$ cat src/verilog/dac_ctrl_pkg.sv
/*
 * shared constants and types of the octal dac serial control block:
 * frame layout, command and address codes, wake delays and cycle counts.
 * assumes a single 10 mhz system clock; all serial pins are sampled by it.
 */
package dac_ctrl_pkg;

   ////////////////////////////////////////////////////////////////////////////
   // sizes
   localparam int NUM_CH       = 8;
   localparam int CODE_W       = 16;
   localparam int FIELD_W      = 4;
   localparam int SHIFT_LEN    = 32;
   localparam int FRAME_MIN    = 24;
   localparam int BITCNT_W     = 6;
   localparam int WAKE_W       = 9;

   ////////////////////////////////////////////////////////////////////////////
   // command and address codes
   localparam logic [3:0] CMD_WRITE        = 4'h0;
   localparam logic [3:0] CMD_UPDATE       = 4'h1;
   localparam logic [3:0] CMD_WRITE_UPD_ALL = 4'h2;
   localparam logic [3:0] CMD_WRITE_UPDATE = 4'h3;
   localparam logic [3:0] CMD_POWER_DOWN   = 4'h4;
   localparam logic [3:0] CMD_NOP          = 4'hf;
   localparam logic [3:0] ADDR_ALL         = 4'hf;
   localparam logic [3:0] ADDR_LAST_CH     = 4'h7;

   ////////////////////////////////////////////////////////////////////////////
   // reset values
   localparam logic [CODE_W-1:0]  CODE_ZERO  = 16'h0000;
   localparam logic [SHIFT_LEN-1:0] SHIFT_ZERO = 32'h0000_0000;
   localparam logic [NUM_CH-1:0]  MASK_NONE  = 8'h00;
   localparam logic [NUM_CH-1:0]  MASK_ALL   = 8'hff;

   ////////////////////////////////////////////////////////////////////////////
   // timing: wake delays in ns, cycle counts rounded up
   localparam int CLK_PERIOD_NS  = 100;
   localparam int WAKE_PART_NS   = 5000;
   localparam int WAKE_ALL_5V_NS = 12000;
   localparam int WAKE_ALL_3V_NS = 30000;
   localparam logic [WAKE_W-1:0] WAKE_PART_CYC =
      WAKE_W'((WAKE_PART_NS + CLK_PERIOD_NS - 1) / CLK_PERIOD_NS);
   localparam logic [WAKE_W-1:0] WAKE_ALL_5V_CYC =
      WAKE_W'((WAKE_ALL_5V_NS + CLK_PERIOD_NS - 1) / CLK_PERIOD_NS);
   localparam logic [WAKE_W-1:0] WAKE_ALL_3V_CYC =
      WAKE_W'((WAKE_ALL_3V_NS + CLK_PERIOD_NS - 1) / CLK_PERIOD_NS);

   ////////////////////////////////////////////////////////////////////////////
   // types
   typedef struct packed {
      logic [FIELD_W-1:0] command_field;
      logic [FIELD_W-1:0] channel_address_field;
      logic [CODE_W-1:0]  data_word;
   } frame_t;

   typedef logic [NUM_CH-1:0][CODE_W-1:0] code_bank_t;

   typedef enum logic [1:0] {
      ST_IDLE  = 2'b00,
      ST_SHIFT = 2'b01,
      ST_EXEC  = 2'b11
   } frame_state_t;

   // asynchronous pins, sampled together by one synchroniser
   typedef struct packed {
      logic sel_n;
      logic clr_n;
      logic sck;
      logic sdi;
   } pin_group_t;

   // idle pin levels: deselected, clear released, clock and data low
   localparam pin_group_t PIN_IDLE = '{sel_n: 1'b1, clr_n: 1'b1, sck: 1'b0, sdi: 1'b0};

endpackage : dac_ctrl_pkg

$ cat src/verilog/octal_dac_serial_control.sv
/*
 * digital control of an octal double-buffered dac: serial frame capture,
 * command decode, input and dac registers, power-down and wake timing.
 * assumes sck, sdi, select_load_n and async_clear_n come from pins and are
 * far slower than clk; low_supply tells the 3 v wake delay apart.
 * hazards: every pin is seen two clk cycles late, so sck must stay high and
 * low for at least two clk cycles each; frames shorter than 24 bits are
 * dropped; a low clear beats any write or code update in the same cycle;
 * power-down state and the shift path survive a clear.
 */
`timescale 1ns/1ps
module octal_dac_serial_control
   import dac_ctrl_pkg::*;
(
   input  wire logic              clk,
   input  wire logic              rst,
   input  wire logic              sck,
   input  wire logic              sdi,
   input  wire logic              select_load_n,
   input  wire logic              async_clear_n,
   input  wire logic              low_supply,
   output      logic              sdo,
   output      code_bank_t        input_code,
   output      code_bank_t        dac_code,
   output      logic [NUM_CH-1:0] power_down,
   output      logic [NUM_CH-1:0] out_hiz,
   output      logic [NUM_CH-1:0] waking,
   output      logic              bias_enable,
   output      logic              frame_done
);

   ////////////////////////////////////////////////////////////////////////////
   // pin synchronisers

   pin_group_t pins_raw;
   pin_group_t pins_s;
   logic       sck_s;
   logic       sdi_s;
   logic       sel_n_s;
   logic       clr_n_s;

   // gather the asynchronous pins into one synchroniser group
   assign pins_raw = '{
      sel_n: select_load_n,
      clr_n: async_clear_n,
      sck:   sck,
      sdi:   sdi
   };

   // resets to the idle levels so no false edge follows reset
   pin_sync #(
      .WIDTH   ($bits(pin_group_t)),
      .RST_VAL (PIN_IDLE)
   ) u_pin_sync (
      .clk (clk),
      .rst (rst),
      .d   (pins_raw),
      .q   (pins_s)
   );

   // synchronised pins, the only copies read by the logic
   assign sel_n_s = pins_s.sel_n;
   assign clr_n_s = pins_s.clr_n;
   assign sck_s   = pins_s.sck;
   assign sdi_s   = pins_s.sdi;

   ////////////////////////////////////////////////////////////////////////////
   // edge detection on synchronised pins

   logic sck_d_r;
   logic sel_n_d_r;
   logic sck_rise;
   logic sck_fall;
   logic sel_rise;

   // delayed copies for edge detection
   always_ff @(posedge clk or posedge rst) begin
      if (rst) begin
         sck_d_r   <= 1'b0;
         sel_n_d_r <= 1'b1;
      end else begin
         sck_d_r   <= sck_s;
         sel_n_d_r <= sel_n_s;
      end
   end

   assign sck_rise = sck_s & ~sck_d_r;
   assign sck_fall = ~sck_s & sck_d_r;
   assign sel_rise = sel_n_s & ~sel_n_d_r;

   ////////////////////////////////////////////////////////////////////////////
   // frame state machine

   frame_state_t state_r;
   frame_state_t state_nxt;

   // idle until select low, shift, then one execute cycle
   always_comb begin
      state_nxt = state_r;
      case (state_r)
         ST_IDLE: begin
            if (!sel_n_s) begin
               state_nxt = ST_SHIFT;
            end
         end
         ST_SHIFT: begin
            if (sel_rise) begin
               state_nxt = ST_EXEC;
            end
         end
         ST_EXEC: begin
            state_nxt = ST_IDLE;
         end
         default: begin
            state_nxt = ST_IDLE;
         end
      endcase
   end

   // state register
   always_ff @(posedge clk or posedge rst) begin
      if (rst) begin
         state_r <= ST_IDLE;
      end else begin
         state_r <= state_nxt;
      end
   end

   ////////////////////////////////////////////////////////////////////////////
   // shift register and bit counter

   logic [SHIFT_LEN-1:0] shift_r;
   logic [BITCNT_W-1:0]  bitcnt_r;
   logic                 shift_en;

   assign shift_en = ~sel_n_s & sck_rise;

   // 32-stage shift path, msb first
   always_ff @(posedge clk or posedge rst) begin
      if (rst) begin
         shift_r <= SHIFT_ZERO;
      end else if (shift_en) begin
         shift_r <= {shift_r[SHIFT_LEN-2:0], sdi_s};
      end
   end

   // counts bits of this frame, saturating at the minimum frame length
   always_ff @(posedge clk or posedge rst) begin
      if (rst) begin
         bitcnt_r <= '0;
      end else if (state_r == ST_IDLE) begin
         bitcnt_r <= '0;
      end else if (shift_en && bitcnt_r != BITCNT_W'(FRAME_MIN)) begin
         bitcnt_r <= bitcnt_r + 1'b1;
      end
   end

   ////////////////////////////////////////////////////////////////////////////
   // serial output for daisy chaining

   // oldest stage goes out on the falling edge after its 32nd rise,
   // counting the rise that shifted it in; a downstream device then
   // takes it on the next rise, so a chain acts as one long register
   always_ff @(posedge clk or posedge rst) begin
      if (rst) begin
         sdo <= 1'b0;
      end else if (~sel_n_s & sck_fall) begin
         sdo <= shift_r[SHIFT_LEN-1];
      end
   end

   ////////////////////////////////////////////////////////////////////////////
   // frame decode

   frame_t            frame;
   logic              exec;
   logic              frame_len_ok;
   logic [NUM_CH-1:0] sel_mask;
   logic [NUM_CH-1:0] wr_mask;
   logic [NUM_CH-1:0] upd_mask;
   logic [NUM_CH-1:0] pd_mask;

   // last 24 bits whatever the frame length; leading bits drop off the top
   assign frame = frame_t'(shift_r[FRAME_MIN-1:0]);

   // a frame counts once it has reached the minimum length
   assign frame_len_ok = (bitcnt_r == BITCNT_W'(FRAME_MIN));

   // short frames are dropped
   assign exec = (state_r == ST_EXEC) && frame_len_ok;

   // address to channel mask
   always_comb begin
      sel_mask = MASK_NONE;
      if (frame.channel_address_field == ADDR_ALL) begin
         sel_mask = MASK_ALL;
      end else if (frame.channel_address_field <= ADDR_LAST_CH) begin
         sel_mask[frame.channel_address_field[2:0]] = 1'b1;
      end
   end

   // command to write, update and power-down masks
   always_comb begin
      wr_mask  = MASK_NONE;
      upd_mask = MASK_NONE;
      pd_mask  = MASK_NONE;
      if (exec) begin
         case (frame.command_field)
            CMD_WRITE: begin
               wr_mask = sel_mask;
            end
            CMD_UPDATE: begin
               upd_mask = sel_mask;
            end
            CMD_WRITE_UPD_ALL: begin
               wr_mask  = sel_mask;
               upd_mask = MASK_ALL;
            end
            CMD_WRITE_UPDATE: begin
               wr_mask  = sel_mask;
               upd_mask = sel_mask;
            end
            CMD_POWER_DOWN: begin
               pd_mask = sel_mask;
            end
            default: begin
               wr_mask = MASK_NONE;  // nop and reserved codes
            end
         endcase
      end
   end

   ////////////////////////////////////////////////////////////////////////////
   // clear handling

   logic clear;

   assign clear = ~clr_n_s;

   ////////////////////////////////////////////////////////////////////////////
   // per-channel registers, power state and wake timers

   logic              all_down;
   logic [NUM_CH-1:0] pd_nxt;
   logic [WAKE_W-1:0] wake_len;

   assign all_down = &power_down;
   assign pd_nxt   = (power_down | pd_mask) & ~upd_mask;

   // wake delay depends on whether the bias had been shut down
   always_comb begin
      if (!all_down) begin
         wake_len = WAKE_PART_CYC;
      end else if (low_supply) begin
         wake_len = WAKE_ALL_3V_CYC;
      end else begin
         wake_len = WAKE_ALL_5V_CYC;
      end
   end

   genvar ch;
   generate
      for (ch = 0; ch < NUM_CH; ch++) begin : g_ch
         logic [CODE_W-1:0] in_nxt;
         logic [WAKE_W-1:0] wake_cnt_r;
         logic              wake_go;

         // a write to this channel in this frame also reaches an update of it
         assign in_nxt = wr_mask[ch] ? frame.data_word : input_code[ch];

         // only a powered-down channel pays the wake delay
         assign wake_go = upd_mask[ch] & power_down[ch];

         // input register; power-down leaves it alone
         always_ff @(posedge clk or posedge rst) begin
            if (rst) begin
               input_code[ch] <= CODE_ZERO;
            end else if (clear) begin
               input_code[ch] <= CODE_ZERO;
            end else if (wr_mask[ch]) begin
               input_code[ch] <= frame.data_word;
            end
         end

         // dac register, the active code
         always_ff @(posedge clk or posedge rst) begin
            if (rst) begin
               dac_code[ch] <= CODE_ZERO;
            end else if (clear) begin
               dac_code[ch] <= CODE_ZERO;
            end else if (upd_mask[ch]) begin
               dac_code[ch] <= in_nxt;
            end
         end

         // power-down state and high impedance request
         always_ff @(posedge clk or posedge rst) begin
            if (rst) begin
               power_down[ch] <= 1'b0;
               out_hiz[ch]    <= 1'b0;
            end else begin
               power_down[ch] <= pd_nxt[ch];
               out_hiz[ch]    <= pd_nxt[ch];
            end
         end

         // wake timer, started by an update of a powered-down channel
         always_ff @(posedge clk or posedge rst) begin
            if (rst) begin
               wake_cnt_r <= '0;
               waking[ch] <= 1'b0;
            end else if (wake_go) begin
               wake_cnt_r <= wake_len;
               waking[ch] <= 1'b1;
            end else if (wake_cnt_r != '0) begin
               wake_cnt_r <= wake_cnt_r - 1'b1;
               waking[ch] <= (wake_cnt_r != WAKE_W'(1));
            end else begin
               waking[ch] <= 1'b0;
            end
         end
      end
   endgenerate

   ////////////////////////////////////////////////////////////////////////////
   // shared bias and frame completion

   // bias off only while every channel is powered down
   always_ff @(posedge clk or posedge rst) begin
      if (rst) begin
         bias_enable <= 1'b1;
      end else begin
         bias_enable <= ~&pd_nxt;
      end
   end

   // one-cycle pulse when a complete frame was executed
   always_ff @(posedge clk or posedge rst) begin
      if (rst) begin
         frame_done <= 1'b0;
      end else begin
         frame_done <= exec;
      end
   end

endmodule : octal_dac_serial_control

$ cat src/verilog/pin_sync.sv
/*
 * two flip-flop synchroniser for a group of pin inputs.
 * assumes the pins are asynchronous to clk; rst_val gives the idle level.
 */
`timescale 1ns/1ps
module pin_sync #(
   parameter int              WIDTH   = 1,
   parameter logic [WIDTH-1:0] RST_VAL = '0
) (
   input  wire logic             clk,
   input  wire logic             rst,
   input  wire logic [WIDTH-1:0] d,
   output      logic [WIDTH-1:0] q
);

   logic [WIDTH-1:0] meta_r;

   // first stage, read only by the second
   always_ff @(posedge clk or posedge rst) begin
      if (rst) begin
         meta_r <= RST_VAL;
      end else begin
         meta_r <= d;
      end
   end

   // second stage
   always_ff @(posedge clk or posedge rst) begin
      if (rst) begin
         q <= RST_VAL;
      end else begin
         q <= meta_r;
      end
   end

endmodule : pin_sync
$ cat config.mk
export PLATFORM = sky130hd
export DESIGN_NAME = octal_dac_serial_control
export DESIGN_NICKNAME = d
export VERILOG_FILES = /design/src/verilog/dac_ctrl_pkg.sv /design/src/verilog/octal_dac_serial_control.sv /design/src/verilog/pin_sync.sv
export SDC_FILE = /design/constraint.sdc
export NUM_CORES = 1
export LEC_CHECK = 0
export BUFFER_PORTS_ARGS = -buffer_cell sky130_fd_sc_hd__buf_2
export CORE_MARGIN = 2
export CORE_UTILIZATION = 30
export CTS_CLUSTER_DIAMETER = 50
export DETAILED_ROUTE_END_ITERATION = 10
export PLACE_DENSITY = 0.55
export SYNTH_ARGS = -nofsm -noshare
export SYNTH_HDL_FRONTEND = slang
export SYNTH_SLANG_ARGS = --single-unit
$ cat constraint.sdc
create_clock -name clk -period 11.4 [get_ports clk]
set_clock_uncertainty 0.2 [all_clocks]
set_input_delay 0.57 -clock clk [delete_from_list [all_inputs] [get_ports clk]]
set_output_delay 0.57 -clock clk [all_outputs]
set_load 0.05 [all_outputs]
==> run metrics <==
Crit path required time=about 12 ns; type of the worst setup path=reg2reg; Detailed Place HPWL=~34000 µm; drt total wl=roughly 52000 µm; final cycle utilization of the critical path=30.9%; Post-Syn Area=0.0172 mm²; FMAX=0.284 GHz; drt first-iter violations=approximately 750; path type of the worst min-delay path=reg2reg; CTS tree=built; clock buffer count from CTS=52; deepest level of the CTS H-tree=2; master cell of the clock root buffer=clkbuf_16; TritonRoute pass-1 iters=5; Top Ports=290; depth of the worst hold-timing path=0; Worst Min Path Start=u_pin_sync.meta_r[1]; via count of the first global-routing pass=about 13000; data arrival at the endpoint of the critical path=roughly 3.8 ns; internal power contribution=about 0.0025 W; Worst-Margin Slew=roughly 1.2 ns; CP startpoint kind=flip-flop; Max Cap Viol=0; Reg2Reg Launch Point=bitcnt_r[0]; placement row count=87; Chip Height=~240 µm; die span in x=between 200 and 250 µm; footprint of the flip-flops and latches=between 0.009 and 0.01 mm²; clock network fraction of total power=approximately 49%; wire length of the first global-routing pass=79500 µm; delay of the slowest critical-path stage=approximately 0.99 ns; Core Footprint=around 0.056 mm²; total number of clock tree sinks=between 300 and 400; synthesized net count=about 1500; largest net degree at the start of global routing=between 150 and 200; count of buffers from port buffering=a little under 300; Synth Instances=about 1500; mean number of vias per cell=4.91; worst relative slew slack=a little under a fifth; Routed wire per std cell=a little over 20 µm; Min Clock Period, post-route=approximately 3.5 ns; area enclosed by the die boundary=approximately 0.059 mm²; DRC errors left=0; Max Transition Viols Final=0; Starting Density=between 30% and 40%; switching power total=0.000875 W; Worst Reg-to-Reg Cells=8; register-to-register path setup slack=7.88 ns; total of warnings raised by yosys=0; final antenna-violating net count=0; CTS-repair resized insts=0; dominant register cell in the synthesized netlist=dfrtp_1; P per Cell Area=about 160 mW/mm²; Setup TNS Final=0 ns; Total Nets Final=approximately 1800; number of distinct library cells after synthesis=68; async set or reset register ratio after synthesis=between 90% and 100%; Synth Area per Inst=11.5 µm²; combinational power share=about 4.4%; cells along the critical path=inv_1 -> ha_1 -> nand4b_2 -> or3_4 -> inv_2 -> o21a_1 -> nand2_1 -> mux2_2; relative area change from synthesis to final layout=21.8%; leakage component of the power=~11 nW; final setup slack of the worst path=approximately 7.9 ns; highest ir drop seen on vdd=~0.00011 V; CP Max Fanout=39; GRT Residual Overflow=0; number of enable-type register cells in the synthesized netlist=0; outcome=finished, final reports clean; number of antenna violations at the first check in global routing=1; placement-stage worst setup slack=between 7 and 8 ns; number of hold-slack violations in the final timing report=0; Critical Path Sink Type=flip-flop; share of final-layout standard cells stronger than drive strength 1=between 20% and 30%; routability cong.=roughly 0.81; total via count in the routed design=12534; flop and latch count out of synthesis=slightly below 400; Sequential Power Share=46.9%; number of setup violations in the final report=0; clk buf depth=3; Worst-Skew Late Latency=0.61 ns; fill cell count=5565; Antenna Diode Count=0; register area share after synthesis=between 50% and 60%; clock-pin slew on the worst setup and hold paths=around 0.060 ns; slowest library cell on the worst path=o21a_1; Design Area, Final=~0.021 mm²; area after detailed placement=between 0.015 and 0.02 mm²; setup repair after global routing missed its margin=no; reg2reg end=g_ch[4].wake_cnt_r[3]; All-Layer GR Usage=between 15 and 20%; total buffers and inverters traversed by the critical path=2; net switching fraction of the power=between 20% and 30%; cell family with most CP delay=compound AO/OA/AOI/OAI gates; Min-Delay Endpoint=u_pin_sync.q[1]; area occupied by multi-input gates=0.00661 mm²
## layout make-up
type,instances,share of cell area (%)
sequential,397,47.5
multi-input combinational,968,31.6
timing repair buffer,310,7.77
clock buffer,78,7.26
tap,756,4.51
clock inverter,20,1.02
inverter,22,0.412
## cells in the final DEF, fill, tap and decap left out, drive strengths merged, types with 22 or more instances in the layout
master,Yosys,layout
a21oi,163,163
buf,59,305
mux2i,141,141
xnor2,26,26
o21ai,151,151
nand2,36,36
mux2,35,35
clkbuf,52,78
nor2b,131,131
nor2,58,58
dfrtp,391,391
inv,22,29
nor3,22,22
## synth_stat cells, types with 3 or more instances
| library cell | count | area (µm²) |
|---|---|---|
| dfrtp_1 | 391 | 9780 |
| a21oi_1 | 163 | 816 |
| o21ai_0 | 144 | 721 |
| mux2i_1 | 141 | 1410 |
| nor2b_1 | 131 | 820 |
| nor2_1 | 58 | 218 |
| clkbuf_1 | 52 | 195 |
| mux2_2 | 35 | 394 |
| buf_2 | 30 | 150 |
| nand2_1 | 29 | 109 |
| xnor2_1 | 26 | 228 |
| buf_4 | 21 | 158 |
| inv_1 | 21 | 78.8 |
| nor3_1 | 19 | 95.1 |
| ha_1 | 18 | 225 |
| or3_1 | 17 | 106 |
| nand3_1 | 15 | 75.1 |
| xor2_1 | 15 | 131 |
| nor4_1 | 13 | 81.3 |
| or4_1 | 11 | 82.6 |
| o31ai_1 | 10 | 75.1 |
| and3_1 | 8 | 50.1 |
| and2_1 | 7 | 43.8 |
| buf_6 | 7 | 78.8 |
| nand2_2 | 7 | 43.8 |
| nand4_1 | 7 | 43.8 |
| o211ai_1 | 7 | 52.6 |
| o21ai_1 | 7 | 35.0 |
| or3b_2 | 7 | 61.3 |
| dfstp_2 | 6 | 158 |
| o2111ai_1 | 6 | 52.6 |
| o21a_1 | 6 | 45.0 |
| a211o_1 | 4 | 35.0 |
| a21o_1 | 4 | 30.0 |
| or4b_1 | 4 | 40.0 |
| a22o_1 | 3 | 26.3 |
| nand4b_1 | 3 | 26.3 |
| nor3_2 | 3 | 30.0 |
## layer usage
metal  share of wire (%)  up-vias  GRT usage [%]
met1                  44     6325           22.8
met3                 7.4       80           5.45
met4                 3.2        0           5.94
li1                    -     5788              -
met2                  46      341           27.3
met5                   0        -              0
## flip-flops by register name (all words and copies together) (netlist names), 4 cells and up
register and cells:
bitcnt_r 6, out_hiz 8, u_pin_sync.meta_r 4, input_code 128
u_pin_sync.q 4, waking 8, dac_code 128, shift_r 32
g_ch.wake_cnt_r 72
## kinds of logic (layout without fill, tap and decap cells)
family	Yosys count	in the layout	synth area share, %
buf+inv	133	430	3.95
mux	176	176	10.5
flops	397	397	57.8
simple gates	359	359	12.4
compound gates	374	374	11.9
xor+xnor	41	41	2.09
fa+ha+maj	18	18	1.31
## stage by stage
| stage | hold WS, ns | utilization, % | power, W | cells |
|---|---|---|---|---|
| 2_1_floorplan | 0.131 | - | 0.00164 | 1498 |
| 3_3_place_gp | 0.135 | 33.9 | 0.00175 | 2448 |
| 3_5_place_dp | 0.137 | 33.9 | 0.00176 | 2448 |
| 4_1_cts | 0.149 | 37.1 | 0.00342 | 2551 |
| 5_1_grt | 0.151 | 37.1 | 0.00350 | 2551 |
| 6_report | 0.147 | 37.1 | 0.00336 | 2551 |
## timing repair
action                                  in CTS  in global routing
hold buffers                                 5                  0
buffers inserted                             0                  0
endpoints found under the setup margin       0                  0
endpoints found under the hold margin       15                  0
## power by group through the flow
stage	Combinational, W	Sequential [W]	Clock [W]
3_3_place_gp	0.000143	0.00161	0
3_5_place_dp	0.000149	0.00161	0
6_report	0.000147	0.00158	0.00164
4_1_cts	0.000152	0.00158	0.00168
2_1_floorplan	0.000144	0.00149	0
5_1_grt	0.000168	0.00158	0.00174
## worst max-delay path by stage
stage / start / endpoint / slack (ns) / cells past startpoint
after floorplan: rst / bitcnt_r[0] / 5.29 / 1
after detailed placement: bitcnt_r[0] / g_ch[4].wake_cnt_r[3] / 7.89 / 8
after global routing: bitcnt_r[0] / g_ch[4].wake_cnt_r[3] / 7.54 / 8
after global placement: bitcnt_r[0] / g_ch[4].wake_cnt_r[3] / 8.00 / 8
final: bitcnt_r[0] / g_ch[4].wake_cnt_r[3] / 7.88 / 8
after CTS: bitcnt_r[0] / g_ch[4].wake_cnt_r[3] / 7.85 / 8
## worst register-to-register path: stages, from the launching register on
cell and delay, ns:
dfrtp_1 0.39, inv_1 0.10, ha_1 0.20, nand4b_2 0.19
or3_4 0.45, inv_2 0.22, o21a_1 0.99, nand2_1 0.31
mux2_2 0.34
(Power assumes the default switching activity.)
